File: src/pkg/rtcupd_defines.svh
`ifndef RTCUPD_DEFINES_SVH
`define RTCUPD_DEFINES_SVH

// ****************************************************************
// Register map
// ****************************************************************
`define RTCUPD_ADDR_W          8
`define RTCUPD_OFS_UPD_CTRL    8'h0_4
`define RTCUPD_OFS_UPD_STATUS  8'h0_5
`define RTCUPD_OFS_PLR_CTRL    8'h0_6

// ****************************************************************
// Field positions
// ****************************************************************
`define RTCUPD_BIT_WUF         0
`define RTCUPD_BIT_RBUF        1
`define RTCUPD_BIT_WUR         0
`define RTCUPD_BIT_RBUR        1
`define RTCUPD_BIT_FCOR        2
`define RTCUPD_BIT_PLR_EN      7
`define RTCUPD_BIT_THR_HI      3
`define RTCUPD_BIT_THR_LO      2

// ****************************************************************
// Reset values
// ****************************************************************
`define RTCUPD_RST_WUF         1'b0
`define RTCUPD_RST_RBUF        1'b1
`define RTCUPD_RST_FCOR        1'b0
`define RTCUPD_RST_PLR_EN      1'b0
`define RTCUPD_RST_THR         2'h0

// ****************************************************************
// Timing
// ****************************************************************
`define RTCUPD_CLK_MHZ         100
`define RTCUPD_UPDATE_MS       15
`define RTCUPD_UPDATE_CYC      (`RTCUPD_UPDATE_MS * `RTCUPD_CLK_MHZ * 1000)
`define RTCUPD_THR_STEP_MS     500
`define RTCUPD_CNT_W           32

`endif

File: src/pkg/rtcupd_pkg.sv
package rtcupd_pkg;

  typedef enum logic [1:0] {
    RTCUPD_IDLE,
    RTCUPD_BUSY,
    RTCUPD_DONE
  } rtcupd_xfer_state_type;

  typedef logic [1:0] rtcupd_threshold_type;

endpackage

File: src/core/rtcupd_top.sv
`timescale 1ns/1ps
`include "rtcupd_defines.svh"

module rtcupd_top #(
  parameter int UPDATE_CYC = `RTCUPD_UPDATE_CYC
) (
  input  wire logic       i_clk,         // 100 MHz clock
  input  wire logic       i_reset,       // Synchronous reset, high
  input  wire logic [7:0] i_addr,        // Register address
  input  wire logic [7:0] i_wdata,       // Write data
  input  wire logic       i_wr,          // Write strobe
  input  wire logic       i_rd,          // Read strobe
  output logic      [7:0] o_rdata,       // Read data, cycle after i_rd
  output logic            o_write_update_flag,       // Write flag
  output logic            o_read_buffer_update_flag, // Read flag
  output logic            o_write_xfer_busy,         // Write copy busy
  output logic            o_read_xfer_busy,          // Read copy busy
  output logic            o_power_loss_restart_enable, // Feature on
  output logic      [1:0] o_power_loss_threshold,    // Threshold code
  output logic     [31:0] o_power_loss_threshold_ms  // Threshold in ms
);

  // ****************************************************************
  // Address decode
  // ****************************************************************
  wire logic sel_ctrl_w;
  wire logic sel_stat_w;
  wire logic sel_plr_w;
  wire logic wr_ctrl_w;
  wire logic wr_stat_w;
  wire logic wr_plr_w;
  wire logic rd_stat_w;

  assign sel_ctrl_w = (i_addr == `RTCUPD_OFS_UPD_CTRL);
  assign sel_stat_w = (i_addr == `RTCUPD_OFS_UPD_STATUS);
  assign sel_plr_w  = (i_addr == `RTCUPD_OFS_PLR_CTRL);
  assign wr_ctrl_w  = i_wr && sel_ctrl_w;
  assign wr_stat_w  = i_wr && sel_stat_w;
  assign wr_plr_w   = i_wr && sel_plr_w;
  assign rd_stat_w  = i_rd && sel_stat_w;

  // ****************************************************************
  // Control registers
  // ****************************************************************
  logic                             fcor_q;
  logic                             plr_en_q;
  rtcupd_pkg::rtcupd_threshold_type thr_q;

  // Only physical bits are stored; reserved positions are dropped.
  always_ff @(posedge i_clk) begin
    if (i_reset) begin
      fcor_q   <= `RTCUPD_RST_FCOR;
      plr_en_q <= `RTCUPD_RST_PLR_EN;
      thr_q    <= `RTCUPD_RST_THR;
    end else begin
      if (wr_ctrl_w) begin
        fcor_q <= i_wdata[`RTCUPD_BIT_FCOR];
      end
      if (wr_plr_w) begin
        plr_en_q <= i_wdata[`RTCUPD_BIT_PLR_EN];
        thr_q    <= i_wdata[`RTCUPD_BIT_THR_HI:`RTCUPD_BIT_THR_LO];
      end
    end
  end

  // ****************************************************************
  // Flag clear terms
  // ****************************************************************
  wire logic wur_w;
  wire logic rbur_w;
  wire logic clr_wuf_w;
  wire logic clr_rbuf_w;

  // Request bits are self-clearing strobes, so they read back zero.
  assign wur_w  = wr_ctrl_w && i_wdata[`RTCUPD_BIT_WUR];
  assign rbur_w = wr_ctrl_w && i_wdata[`RTCUPD_BIT_RBUR];
  // With clear-on-read the read clears; otherwise a written 0 clears.
  assign clr_wuf_w  = (fcor_q && rd_stat_w) ||
                      (!fcor_q && wr_stat_w &&
                       !i_wdata[`RTCUPD_BIT_WUF]);
  assign clr_rbuf_w = (fcor_q && rd_stat_w) ||
                      (!fcor_q && wr_stat_w &&
                       !i_wdata[`RTCUPD_BIT_RBUF]);

  // ****************************************************************
  // Transfer engines
  // ****************************************************************
  logic wuf_w;
  logic rbuf_w;
  logic wbusy_w;
  logic rbusy_w;

  // Completion lands UPDATE_CYC cycles after the request strobe.
  rtcupd_xfer #(
    .DELAY_CYC (32'(UPDATE_CYC)),
    .FLAG_RST  (`RTCUPD_RST_WUF)
  ) u_write_xfer (
    .i_clk     (i_clk),
    .i_reset   (i_reset),
    .i_request (wur_w),
    .i_clear   (clr_wuf_w),
    .o_flag    (wuf_w),
    .o_busy    (wbusy_w)
  );

  rtcupd_xfer #(
    .DELAY_CYC (32'(UPDATE_CYC)),
    .FLAG_RST  (`RTCUPD_RST_RBUF)
  ) u_read_xfer (
    .i_clk     (i_clk),
    .i_reset   (i_reset),
    .i_request (rbur_w),
    .i_clear   (clr_rbuf_w),
    .o_flag    (rbuf_w),
    .o_busy    (rbusy_w)
  );

  // ****************************************************************
  // Read mux
  // ****************************************************************
  wire logic [7:0] stat_val_w;
  wire logic [7:0] ctrl_val_w;
  wire logic [7:0] plr_val_w;
  wire logic [7:0] rd_mux_w;
  logic      [7:0] rdata_q;

  // Reserved positions return zero.
  assign stat_val_w = {6'h00, rbuf_w, wuf_w};
  assign ctrl_val_w = {5'h00, fcor_q, 2'h0};
  assign plr_val_w  = {plr_en_q, 3'h0, thr_q, 2'h0};
  assign rd_mux_w   = sel_stat_w ? stat_val_w :
                      sel_ctrl_w ? ctrl_val_w :
                      sel_plr_w  ? plr_val_w  : 8'h00;

  always_ff @(posedge i_clk) begin
    if (i_reset) begin
      rdata_q <= 8'h00;
    end else begin
      rdata_q <= i_rd ? rd_mux_w : 8'h00;
    end
  end

  // ****************************************************************
  // Threshold decode
  // ****************************************************************
  logic [31:0] thr_ms_q;

  // Code n selects (n + 1) half-second steps: 500, 1000, 1500, 2000 ms.
  always_ff @(posedge i_clk) begin
    if (i_reset) begin
      thr_ms_q <= 32'h0000_0000;
    end else begin
      thr_ms_q <= (32'(thr_q) + 32'h0000_0001) *
                  32'(`RTCUPD_THR_STEP_MS);
    end
  end

  assign o_rdata                     = rdata_q;
  assign o_write_update_flag         = wuf_w;
  assign o_read_buffer_update_flag   = rbuf_w;
  assign o_write_xfer_busy           = wbusy_w;
  assign o_read_xfer_busy            = rbusy_w;
  assign o_power_loss_restart_enable = plr_en_q;
  assign o_power_loss_threshold      = thr_q;
  assign o_power_loss_threshold_ms   = thr_ms_q;

  logic [31:0] wr_age_q;
  logic [31:0] rd_age_q;

  // Cycles since each engine took its request. The timing checks count on
  // their own so that a wrong engine counter cannot hide behind itself.
  always_ff @(posedge i_clk) begin
    if (i_reset || (wur_w && !wbusy_w)) begin
      wr_age_q <= 32'h0000_0000;
    end else if (wbusy_w) begin
      wr_age_q <= wr_age_q + 32'h0000_0001;
    end
  end

  always_ff @(posedge i_clk) begin
    if (i_reset || (rbur_w && !rbusy_w)) begin
      rd_age_q <= 32'h0000_0000;
    end else if (rbusy_w) begin
      rd_age_q <= rd_age_q + 32'h0000_0001;
    end
  end
endmodule

File: src/core/rtcupd_xfer.sv
`timescale 1ns/1ps
`include "rtcupd_defines.svh"

// One buffer transfer engine: request starts a timed copy, flag reports it.
module rtcupd_xfer #(
  parameter logic [31:0] DELAY_CYC = 32'h0000_0001,
  parameter logic        FLAG_RST  = 1'b0
) (
  input  wire logic i_clk,       // System clock
  input  wire logic i_reset,     // Synchronous reset
  input  wire logic i_request,   // One-cycle request pulse
  input  wire logic i_clear,     // One-cycle flag clear pulse
  output logic      o_flag,      // Transfer done flag
  output logic      o_busy       // Transfer in progress
);

  rtcupd_pkg::rtcupd_xfer_state_type state_q;
  rtcupd_pkg::rtcupd_xfer_state_type state_d;
  logic [31:0] count_q;
  logic        flag_q;
  wire logic   done_w;

  assign done_w = (state_q == rtcupd_pkg::RTCUPD_BUSY) &&
                  (count_q == DELAY_CYC - 32'h0000_0001);
  assign o_flag = flag_q;
  assign o_busy = (state_q == rtcupd_pkg::RTCUPD_BUSY);

  always_comb begin
    state_d = state_q;
    case (state_q)
      rtcupd_pkg::RTCUPD_IDLE: begin
        if (i_request) begin
          state_d = rtcupd_pkg::RTCUPD_BUSY;
        end
      end
      rtcupd_pkg::RTCUPD_BUSY: begin
        if (done_w) begin
          state_d = rtcupd_pkg::RTCUPD_DONE;
        end
      end
      // A request in the completion cycle is taken, not silently lost.
      rtcupd_pkg::RTCUPD_DONE: begin
        if (i_request) begin
          state_d = rtcupd_pkg::RTCUPD_BUSY;
        end else begin
          state_d = rtcupd_pkg::RTCUPD_IDLE;
        end
      end
      default: begin
        state_d = rtcupd_pkg::RTCUPD_IDLE;
      end
    endcase
  end

  always_ff @(posedge i_clk) begin
    if (i_reset) begin
      state_q <= rtcupd_pkg::RTCUPD_IDLE;
      count_q <= 32'h0000_0000;
    end else begin
      state_q <= state_d;
      count_q <= (state_q == rtcupd_pkg::RTCUPD_BUSY) ?
                 count_q + 32'h0000_0001 : 32'h0000_0000;
    end
  end

  // A new request drops the flag; completion raises it and beats a clear.
  always_ff @(posedge i_clk) begin
    if (i_reset) begin
      flag_q <= FLAG_RST;
    end else if (done_w) begin
      flag_q <= 1'b1;
    end else if (i_request && state_q != rtcupd_pkg::RTCUPD_BUSY) begin
      flag_q <= 1'b0;
    end else if (i_clear) begin
      flag_q <= 1'b0;
    end
  end

endmodule

File: config.mk
export PLATFORM = sky130hd
export DESIGN_NAME = rtcupd_top
export DESIGN_NICKNAME = d
export VERILOG_FILES = /design/src/pkg/rtcupd_pkg.sv /design/src/core/rtcupd_top.sv /design/src/core/rtcupd_xfer.sv
export VERILOG_INCLUDE_DIRS = /design/src /design/src/pkg
export SDC_FILE = /design/constraint.sdc
export NUM_CORES = 1
export LEC_CHECK = 0
export ABC_AREA = 1
export ABC_CLOCK_PERIOD_IN_PS = 2950
export BUFFER_PORTS_ARGS = -buffer_cell sky130_fd_sc_hd__clkbuf_2
export CAP_MARGIN = 30
export CORE_MARGIN = 3
export CORE_UTILIZATION = 58
export DETAILED_ROUTE_END_ITERATION = 12
export GPL_TIMING_DRIVEN = 0
export MAX_ROUTING_LAYER = met4
export PLACE_DENSITY = 0.8
export SYNTH_ARGS = -nofsm -noshare
export SYNTH_HDL_FRONTEND = slang
export SYNTH_SLANG_ARGS = --single-unit
File: constraint.sdc
create_clock -name i_clk -period 2.95 [get_ports i_clk]
set_clock_uncertainty 0.1 [all_clocks]
set_input_delay 0.59 -clock i_clk [delete_from_list [all_inputs] [get_ports i_clk]]
set_output_delay 0.59 -clock i_clk [all_outputs]
set_load 0.005 [all_outputs]
---- Yosys cells after proc, flatten, opt, wreduce, memory -nomap -nowiden ----
Index checks and enable logic that the tools add are counted.
cells by class
  add/subtract/negate cells ............... 3
  multipliers ............................. 1
  equal/unequal tests ..................... 15
  multiplexer cells ....................... 16
  bitwise logic cells ..................... 4
  reductions and logical operators ........ 32
operators by type and width
  operator                                               count
  adder 32 x 1 -> 32 bit, second input constant          2
  equality test 32 x 21 -> 1 bit, second input constant  2
  equality test 8 x 3 -> 1 bit, second input constant    3
  logical AND 1 bit                                      14
  inequality test 2 x 1 -> 1 bit, second input constant  6
  case mux 2 bit (3 select lines)                        2
  multiplier 3 x 7 -> 10 bit, second input constant      1
  2-to-1 mux 2 bit                                       5
  OR reduction 2 bit                                     4
  2-to-1 mux 1 bit                                       7
  2-to-1 mux 3 bit                                       2
  OR reduction 5 bit                                     1
  equality test 2 x 1 -> 1 bit, second input constant    2
  equality test 2 bit, second input constant             2
  logical NOT 2 bit                                      2
  inverter 1 bit                                         4
  AND reduction 2 bit                                    2
  OR reduction 4 bit                                     1
  adder 2 x 1 -> 3 bit, second input constant            1
  logical NOT 1 bit                                      3
  nonzero test 3 bit                                     1
  OR reduction 3 bit                                     1
  logical OR 1 bit                                       2
  nonzero test 2 bit                                     1
storage, ports and cells
  register bits ........................... 114
  bits of input ports ..................... 20
  output and inout bits ................... 47
  logic and storage cells ................. 86

---- Depth between registers and ports, before layout ----
Gate-level depths: netlist of the first run.
  depth in word-level cells ............... 8
  gate-level depth with buffers ........... 9
  mapped depth without buffers ............ 9

---- Hierarchy ----
A second synthesis of the first run with hierarchy kept.
second synthesis, totals
  cell total of the unflattened synthesis .. 770
  area total of the unflattened synthesis .. 5113.7 sq um
modules (own cells, without submodules)
  module                       times used  cells an instance  area each (sq um)  sequential area each (sq um)
  rtcupd_xfer at u_write_xfer  1           309                2005.7             700.7
  rtcupd_xfer at u_read_xfer   1           304                1935.6             700.7
  rtcupd_top                   1           157                1172.4             380.4

---- Worst setup path before layout of the first run ----
No wires, ideal clock.
  path kind ............................... register -> register
  start ................................... reg thr_q[0], in the netlist o_power_loss_threshold[0]
  end ..................................... reg thr_ms_q[9], in the netlist o_power_loss_threshold_ms[9]
  setup time .............................. 0.121 ns
  arrival time ............................ 2.003 ns
  data required time ...................... 2.729 ns
  slack ................................... 0.726 ns
  cell stages (with the launch flop) ...... 10
  path buffers ............................ 0
  period minus slack after synthesis ...... 2.224 ns
  cell sequence ........................... dfxtp_1 > inv_1 > ha_1 > xnor2_1 > ha_1 > inv_1 > fa_1 > xnor2_1 > o21ai_0 > a21oi_1
between the ends
  cells in the longest elaborated chain, start to end .. 2
ends and longest elaborated chain
  item                        RTL line           text
  start, declared             rtcupd_top.sv:47   rtcupd_pkg::rtcupd_threshold_type thr_q;
  start signal, assigned      rtcupd_top.sv:54   thr_q <= `RTCUPD_RST_THR;
  start signal, assigned      rtcupd_top.sv:61   thr_q <= i_wdata[`RTCUPD_BIT_THR_HI:`RTCUPD_BIT_THR_LO];
  adder 2 x 1 -> 3 bit        rtcupd_top.sv:153  thr_ms_q <= (32'(thr_q) + 32'h0000_0001) *
  multiplier 3 x 7 -> 10 bit  rtcupd_top.sv:153
  end signal, assigned        rtcupd_top.sv:153
  end, declared               rtcupd_top.sv:146  logic [31:0] thr_ms_q;
No other way between the ends.
A chain may end at the register's enable or synchronous reset.

---- Final worst setup path of the first run ----
Same ends and word-level chain as after synthesis.

==> results of run 1 <==
[cell usage in the layout (no fill, tap or decap), types with 9 or more instances in the layout]
| cell | instances |
|---|---|
| conb_1 | 25 |
| nand3b_1 | 9 |
| nor2_1 | 156 |
| nand4_1 | 13 |
| ha_1 | 10 |
| nand2_1 | 211 |
| clkbuf_2 | 38 |
| clkbuf_8 | 9 |
| buf_4 | 27 |
| nor2_2 | 12 |
| dfxtp_1 | 89 |
| inv_1 | 91 |
| o21ai_0 | 24 |
| nand3_1 | 34 |
| a21oi_1 | 49 |
[worst min-delay path, stage by stage (launching register included)]
cell,delay [ns]
dfxtp_1,0.34
inv_1,0.05
nor2_1,0.04
[power groups by stage]
stage          Clock (W)  Sequential, W  Combinational, W
2_1_floorplan          0        0.00124         0.0000445
3_3_place_gp           0        0.00123         0.0000662
3_5_place_dp           0        0.00123         0.0000669
4_1_cts         0.000824        0.00121         0.0000672
5_1_grt         0.000878        0.00121         0.0000777
6_report        0.000808        0.00121         0.0000685
[sequential cells by signal, indices dropped and copies added (netlist names)]
register / flops
o_power_loss_threshold: 2
o_power_loss_restart_enable: 1
u_write_xfer.state_q: 2
o_rdata: 5
fcor_q: 1
o_power_loss_threshold_ms: 10
u_write_xfer.o_flag: 1
u_read_xfer.count_q: 32
u_read_xfer.state_q: 2
u_read_xfer.o_flag: 1
u_write_xfer.count_q: 32
[kinds of logic (layout without fill, tap and decap cells)]
family / count (synthesis) / in the layout / synth area share
fa+ha+maj: 12 / 12 / 0.03305
xor+xnor: 8 / 8 / 0.01402
simple gates: 462 / 462 / 0.3966
flops: 89 / 89 / 0.3565
buf+inv: 124 / 178 / 0.1169
compound gates: 79 / 79 / 0.08213
other cells: 1 / 25 / 0.0007504
[stage by stage]
step | setup WS (ns) | area, µm² | hold WS (ns) | power [W] | std cells
2_1_floorplan | 0.7264 | 5087 | 0.3287 | 0.001280 | 799
3_3_place_gp | 0.5801 | 5409 | 0.3417 | 0.001301 | 942
3_5_place_dp | 0.5366 | 5409 | 0.3470 | 0.001302 | 942
4_1_cts | 0.5214 | 5592 | 0.3604 | 0.002097 | 958
5_1_grt | 0.3146 | 5592 | 0.3744 | 0.002164 | 958
6_report | 0.5189 | 5592 | 0.3645 | 0.002083 | 958
[layout make-up]
class / count / area [µm²]
Clock buffer: 9 / 123.9
Buffer: 32 / 239.0
Inverter: 92 / 345.3
Multi-Input combinational cell: 586 / 2721
Sequential cell: 89 / 1782
Tap cell: 105 / 131.4
Timing Repair Buffer: 38 / 190.2
Fill cell: 774 / 2708
Clock inverter: 7 / 58.81
[routing by layer]
metal | global-route usage | share of wire | vias up
li1 | - | - | 2513
met1 | 0.3422 | 0.48 | 2146
met2 | 0.3688 | 0.42 | 166
met3 | 0.06228 | 0.089 | 17
met4 | 0.07668 | 0.013 | 0
met5 | - | 0 | -
[worst paths after layout]
path | startpoint | endpoint | slack (ns) | cells past startpoint
min reg2reg | u_write_xfer.o_flag | o_rdata[0] | 0.36 | 2
max | o_power_loss_threshold[0] | o_power_loss_threshold_ms[9] | 0.52 | 9
min | u_write_xfer.o_flag | o_rdata[0] | 0.36 | 2
max reg2reg | o_power_loss_threshold[0] | o_power_loss_threshold_ms[9] | 0.52 | 9
==> flow_metrics.env, run 1 <==
export IMPL_required_ns=3.15
export IMPL_fmax_ghz=0.4113
export IMPL_cts_sinks=89
export IMPL_period_needed_ns=2.431
export IMPL_numCtsBuffers=9
export IMPL_powerDensity_nw_per_um2=372.6
export IMPL_p_sw_w=0.0005184
export IMPL_power_internal_w=0.001565
export IMPL_pin_count=67
export IMPL_status="completed"
export IMPL_cap_violations=0
export IMPL_power_leakage_nw=2.031
export IMPL_synthArstFlopShare=0
export IMPL_post_route_util=0.6738
export IMPL_synth_edff_count=0
export IMPL_die_area_um2=9765
export IMPL_rows=33
export IMPL_swShare=0.2488
export IMPL_vdd_ir_drop_max_v=0.0002390
export IMPL_postSynthAreaPerCell_um2=6.448
export IMPL_coreArea_um2=8299
export IMPL_setup_tns_ns=0
export IMPL_antenna_found_initial=0
export IMPL_start_util=0.6021
export IMPL_numPortBuffers=38
export IMPL_crit_fanout=8
export IMPL_insertion_delay_ns=0.37
export IMPL_worstHoldPathType="reg2reg"
export IMPL_dieWidth_um=98.82
export IMPL_firstDrtPassIters=5
export IMPL_first_iter_violations=362
export IMPL_diodes=0
export IMPL_cts_resized=0
export IMPL_num_vias=4842
export IMPL_path_clk_slew_ns=0.10
export IMPL_seqPwrFrac=0.579
export IMPL_cts_setup_buffers=0
export IMPL_ys_ff_latch=89
export IMPL_grt_pass1_vias=4370
export IMPL_synth_commonest_cells="nand2_1, nor2_1, inv_1, dfxtp_1, a21oi_1"
export IMPL_drc_errors=0
export IMPL_critPathTopFamily="adder cells"
export IMPL_rsz0062_at_grt="no"
export IMPL_avgViaCountPerCell=5.054
export IMPL_grt_max_degree=18
export IMPL_synth_top_area_frac=0.3565
export IMPL_crit_arrival_ns=2.63
export IMPL_synth_area_um2=4997
export IMPL_die_h_um=98.82
export IMPL_netlist_instances=775
export IMPL_ant_nets=0
export IMPL_synth_main_ff_cell="dfxtp_1"
export IMPL_synth_most_common_cell="nand2_1"
export IMPL_setup_violations_final=0
export IMPL_area_growth_pct=11.89
export IMPL_hpwl_mm=9.148
export IMPL_p_comb_frac=0.033
export IMPL_slowest_delay_ns=0.50
export IMPL_gp_congestion=0.9832
export IMPL_grt_pass1_wl_mm=19.55
export IMPL_root_buffer="clkbuf_8"
export IMPL_tritoncts="built"
export IMPL_cts_hold_buf=0
export IMPL_finalHoldViolCount=0
export IMPL_gr_total_overflow=0
export IMPL_crit_path_start_kind="flop"
export IMPL_fin_nets=880
export IMPL_synth_area_leader_cell="dfxtp_1"
export IMPL_clockBufferDepth=2
export IMPL_synth_cell_types=33
export IMPL_worst_path_buf_inv=2
export IMPL_synth_seq_area_share=0.3565
export IMPL_drv_slew=0
export IMPL_routed_wl_mm=11.57
export IMPL_wl_per_cell_um=12.08
export IMPL_timing_final_crit_share=0.8241
export IMPL_crit_slowest_cell="dfxtp_1"
export IMPL_yosys_warnings=0
export IMPL_pwr_share_clk=0.388
export IMPL_drive_gt1_frac=0.1348
export IMPL_cp_end_kind="flop"
export IMPL_synth_area_leaders="dfxtp_1, nand2_1, nor2_1, inv_1, a21oi_1"
export IMPL_worstSetupPathType="reg2reg"
export IMPL_cp_cell_sequence="inv_1 > ha_1 > xnor2_1 > ha_1 > inv_1 > fa_1 > xnor2_1 > o21ai_0 > a21oi_1"
export IMPL_htree_levels=3
export IMPL_grt_usage=0.2512
Note: power is estimated with default switching activity, not from simulation.
==> inputs of run 2 (changes only) <==
--- a/config.mk
+++ b/config.mk
@@ -6,16 +6,16 @@
 export SDC_FILE = /design/constraint.sdc
 export NUM_CORES = 1
 export LEC_CHECK = 0
-export ABC_AREA = 1
-export ABC_CLOCK_PERIOD_IN_PS = 2950
+export ABC_AREA = 0
+export ABC_CLOCK_PERIOD_IN_PS = 2170
 export BUFFER_PORTS_ARGS = -buffer_cell sky130_fd_sc_hd__clkbuf_2
 export CAP_MARGIN = 30
 export CORE_MARGIN = 3
-export CORE_UTILIZATION = 58
+export CORE_UTILIZATION = 51
 export DETAILED_ROUTE_END_ITERATION = 12
 export GPL_TIMING_DRIVEN = 0
 export MAX_ROUTING_LAYER = met4
-export PLACE_DENSITY = 0.8
+export PLACE_DENSITY = 0.75
 export SYNTH_ARGS = -nofsm -noshare
 export SYNTH_HDL_FRONTEND = slang
 export SYNTH_SLANG_ARGS = --single-unit
==> constraint.sdc (replaced) <==
create_clock -name i_clk -period 2.17 [get_ports i_clk]
set_clock_uncertainty 0.1 [all_clocks]
set_input_delay 0.434 -clock i_clk [delete_from_list [all_inputs] [get_ports i_clk]]
set_output_delay 0.434 -clock i_clk [all_outputs]
set_load 0.005 [all_outputs]
==> flow_metrics.env, run 2 <==
export IMPL_setup_ws_ns=0.05794
export IMPL_synth_area_leaders="dfxtp_1, or4_1, o31ai_1, buf_4, a21oi_1"
export IMPL_insertion_delay_ns=0.37
export IMPL_relSlewSlack=0.6322
export IMPL_place_area_um2=4882
export IMPL_multiInputGateArea_um2=2512
export IMPL_die_h_um=99.61
export IMPL_clockBufferDepth=2
export IMPL_finalHoldViolCount=0
export IMPL_postSynthAreaPerCell_um2=8.678
export IMPL_firstDrtPassIters=5
export IMPL_grt_pass1_vias=3626
export IMPL_dieWidth_um=99.61
export IMPL_hp_start="i_wdata[3]"
export IMPL_cts_sinks=89
export IMPL_final_common_cell="dfxtp_1"
export IMPL_gr_total_overflow=0
export IMPL_numCtsBuffers=9
export IMPL_cp_cell_sequence="nand3_2 > or4_4 > buf_6 > buf_6 > or4_1 > a21oi_1"
export IMPL_tritoncts="built"
export IMPL_crit_arrival_ns=2.30
export IMPL_drive_gt1_frac=0.2261
export IMPL_synth_area_um2=4469
export IMPL_pin_count=67
export IMPL_num_vias=4005
export IMPL_setup_violations_final=0
export IMPL_synth_area_leader_cell="dfxtp_1"
export IMPL_cap_violations=0
export IMPL_worstHoldPathType="in2reg"
export IMPL_worst_path_buf_inv=2
export IMPL_ff2ff_path_depth=6
export IMPL_slowest_delay_ns=0.53
export IMPL_drc_errors=0
export IMPL_worstSetupPathType="reg2reg"
export IMPL_synth_main_ff_cell="dfxtp_1"
export IMPL_synthArstFlopShare=0
export IMPL_wl_per_cell_um=14.23
export IMPL_gp_congestion=0.8484
export IMPL_coreArea_um2=8382
export IMPL_antenna_found_initial=0
export IMPL_powerDensity_nw_per_um2=552.8
export IMPL_yosys_warnings=0
export IMPL_critical_path_startpoint="u_write_xfer.count_q[15]"
export IMPL_holdWs_ns=0.2037
export IMPL_synth_most_common_cell="dfxtp_1"
export IMPL_diodes=0
export IMPL_grt_max_degree=17
export IMPL_r2r_end="u_write_xfer.count_q[28]"
export IMPL_die_area_um2=9922
export IMPL_synth_commonest_cells="dfxtp_1, nor2_1, a21oi_1, or4_1, nand2_1"
export IMPL_period_needed_ns=2.112
export IMPL_fin_nets=624
export IMPL_grt_pass1_wl_mm=16.41
export IMPL_status="completed"
export IMPL_rows=33
export IMPL_power_leakage_nw=1.820
export IMPL_avgViaCountPerCell=5.705
export IMPL_crit_fanout=10
export IMPL_setup_tns_ns=0
export IMPL_dp_slack_ns=-0.2470
export IMPL_crit_path_frequent_cell="buf_6"
export IMPL_root_buffer="clkbuf_8"
export IMPL_synth_top_area_frac=0.3987
export IMPL_worstSetupPathDepth=6
export IMPL_tightest_slew_ns=0.5476
export IMPL_nFillCells=744
export IMPL_hpwl_mm=6.981
export IMPL_fmax_ghz=0.4735
export IMPL_critPathTopFamily="simple AND/OR/NAND/NOR gates"
export IMPL_ys_ff_latch=89
export IMPL_numPortBuffers=38
export IMPL_cts_hold_buf=0
export IMPL_timing_final_crit_share=0.9733
export IMPL_vdd_ir_drop_max_v=0.0002730
export IMPL_critPathCapture="u_write_xfer.count_q[28]"
export IMPL_path_clk_slew_ns=0.10
export IMPL_routed_wl_mm=9.991
export IMPL_first_iter_violations=160
export IMPL_cp_end_kind="flop"
export IMPL_synth_edff_count=0
export IMPL_netlist_instances=515
export IMPL_htree_levels=3
export IMPL_postLayoutCellArea_um2=5241
export IMPL_register_area_um2=1815
export IMPL_rrSetupSlack_ns=0.06
export IMPL_synth_cell_types=45
export IMPL_required_ns=2.36
export IMPL_area_growth_pct=17.27
export IMPL_crit_path_start_kind="flop"
export IMPL_r2r_start="u_write_xfer.count_q[15]"
export IMPL_synth_seq_area_share=0.3987
export IMPL_grt_usage=0.2052
export IMPL_ant_nets=0
export IMPL_start_util=0.5332
export IMPL_crit_slowest_cell="or4_4"
export IMPL_dp_cells=682
export IMPL_drv_slew=0
export IMPL_mostFrequentLayoutCells="dfxtp_1, nor2_1, clkbuf_2"
export IMPL_finalNonFillerCells=702
## run 2: report_power, final
group | switching, W | internal [W]
clock | 0.000629 | 0.000540
sequential | 0.00000142 | 0.00163
combinational | 0.0000426 | 0.0000514
## run 2: worst min path at each step
stage,endpoint,cells after the start,slack (ns)
3_3_place_gp,u_read_xfer.state_q[0],1,0.33
2_1_floorplan,u_read_xfer.state_q[0],1,0.32
3_5_place_dp,u_read_xfer.state_q[0],1,0.35
5_1_grt,o_power_loss_restart_enable,3,0.21
6_report,o_power_loss_threshold[1],3,0.20
4_1_cts,o_power_loss_threshold[1],3,0.18
## run 2: final cells by class
| type | instances | area share |
|---|---|---|
| Timing Repair Buffer | 45 | 0.04655 |
| Inverter | 14 | 0.01003 |
| Clock buffer | 9 | 0.02363 |
| Sequential cell | 89 | 0.3464 |
| Tap cell | 105 | 0.02507 |
| Buffer | 45 | 0.05443 |
| Clock inverter | 7 | 0.01456 |
| Multi-Input combinational cell | 388 | 0.4794 |
## run 2: what timing repair did
item,in CTS,in global routing
setup buffers,4,2
endpoints found under the setup margin,19,24
pin swaps,3,5
gates resized for setup,14,31
## run 2: worst min-delay path, cell delays in order
cell	delay, ns
clkbuf_2	0.07
mux2i_1	0.06
nor2_1	0.08
## run 2: kinds of logic (layout without fill, tap and decap cells)
group,count (synthesis),after routing,share of synthesized area
simple gates,238,238,0.3088
flops,89,89,0.3987
compound gates,78,78,0.1075
buf+inv,62,120,0.07699
xor+xnor,29,29,0.05683
fa+ha+maj,12,12,0.03695
mux,6,6,0.01344
other cells,1,25,0.0008391
## run 2: through the flow
stage	util	total power, W
6_report	0.6253	0.002897
5_1_grt	0.6253	0.002992
4_1_cts	0.6152	0.002918
3_5_place_dp	0.5825	0.001768
3_3_place_gp	0.5825	0.001768
2_1_floorplan	-	0.001739
## run 2: layer usage
| layer | routed length, µm | global-route usage |
|---|---|---|
| met5 | 0 | - |
| met4 | 159 | 0.07983 |
| met3 | 596 | 0.03647 |
| met2 | 4661 | 0.3249 |
| met1 | 4573 | 0.2611 |
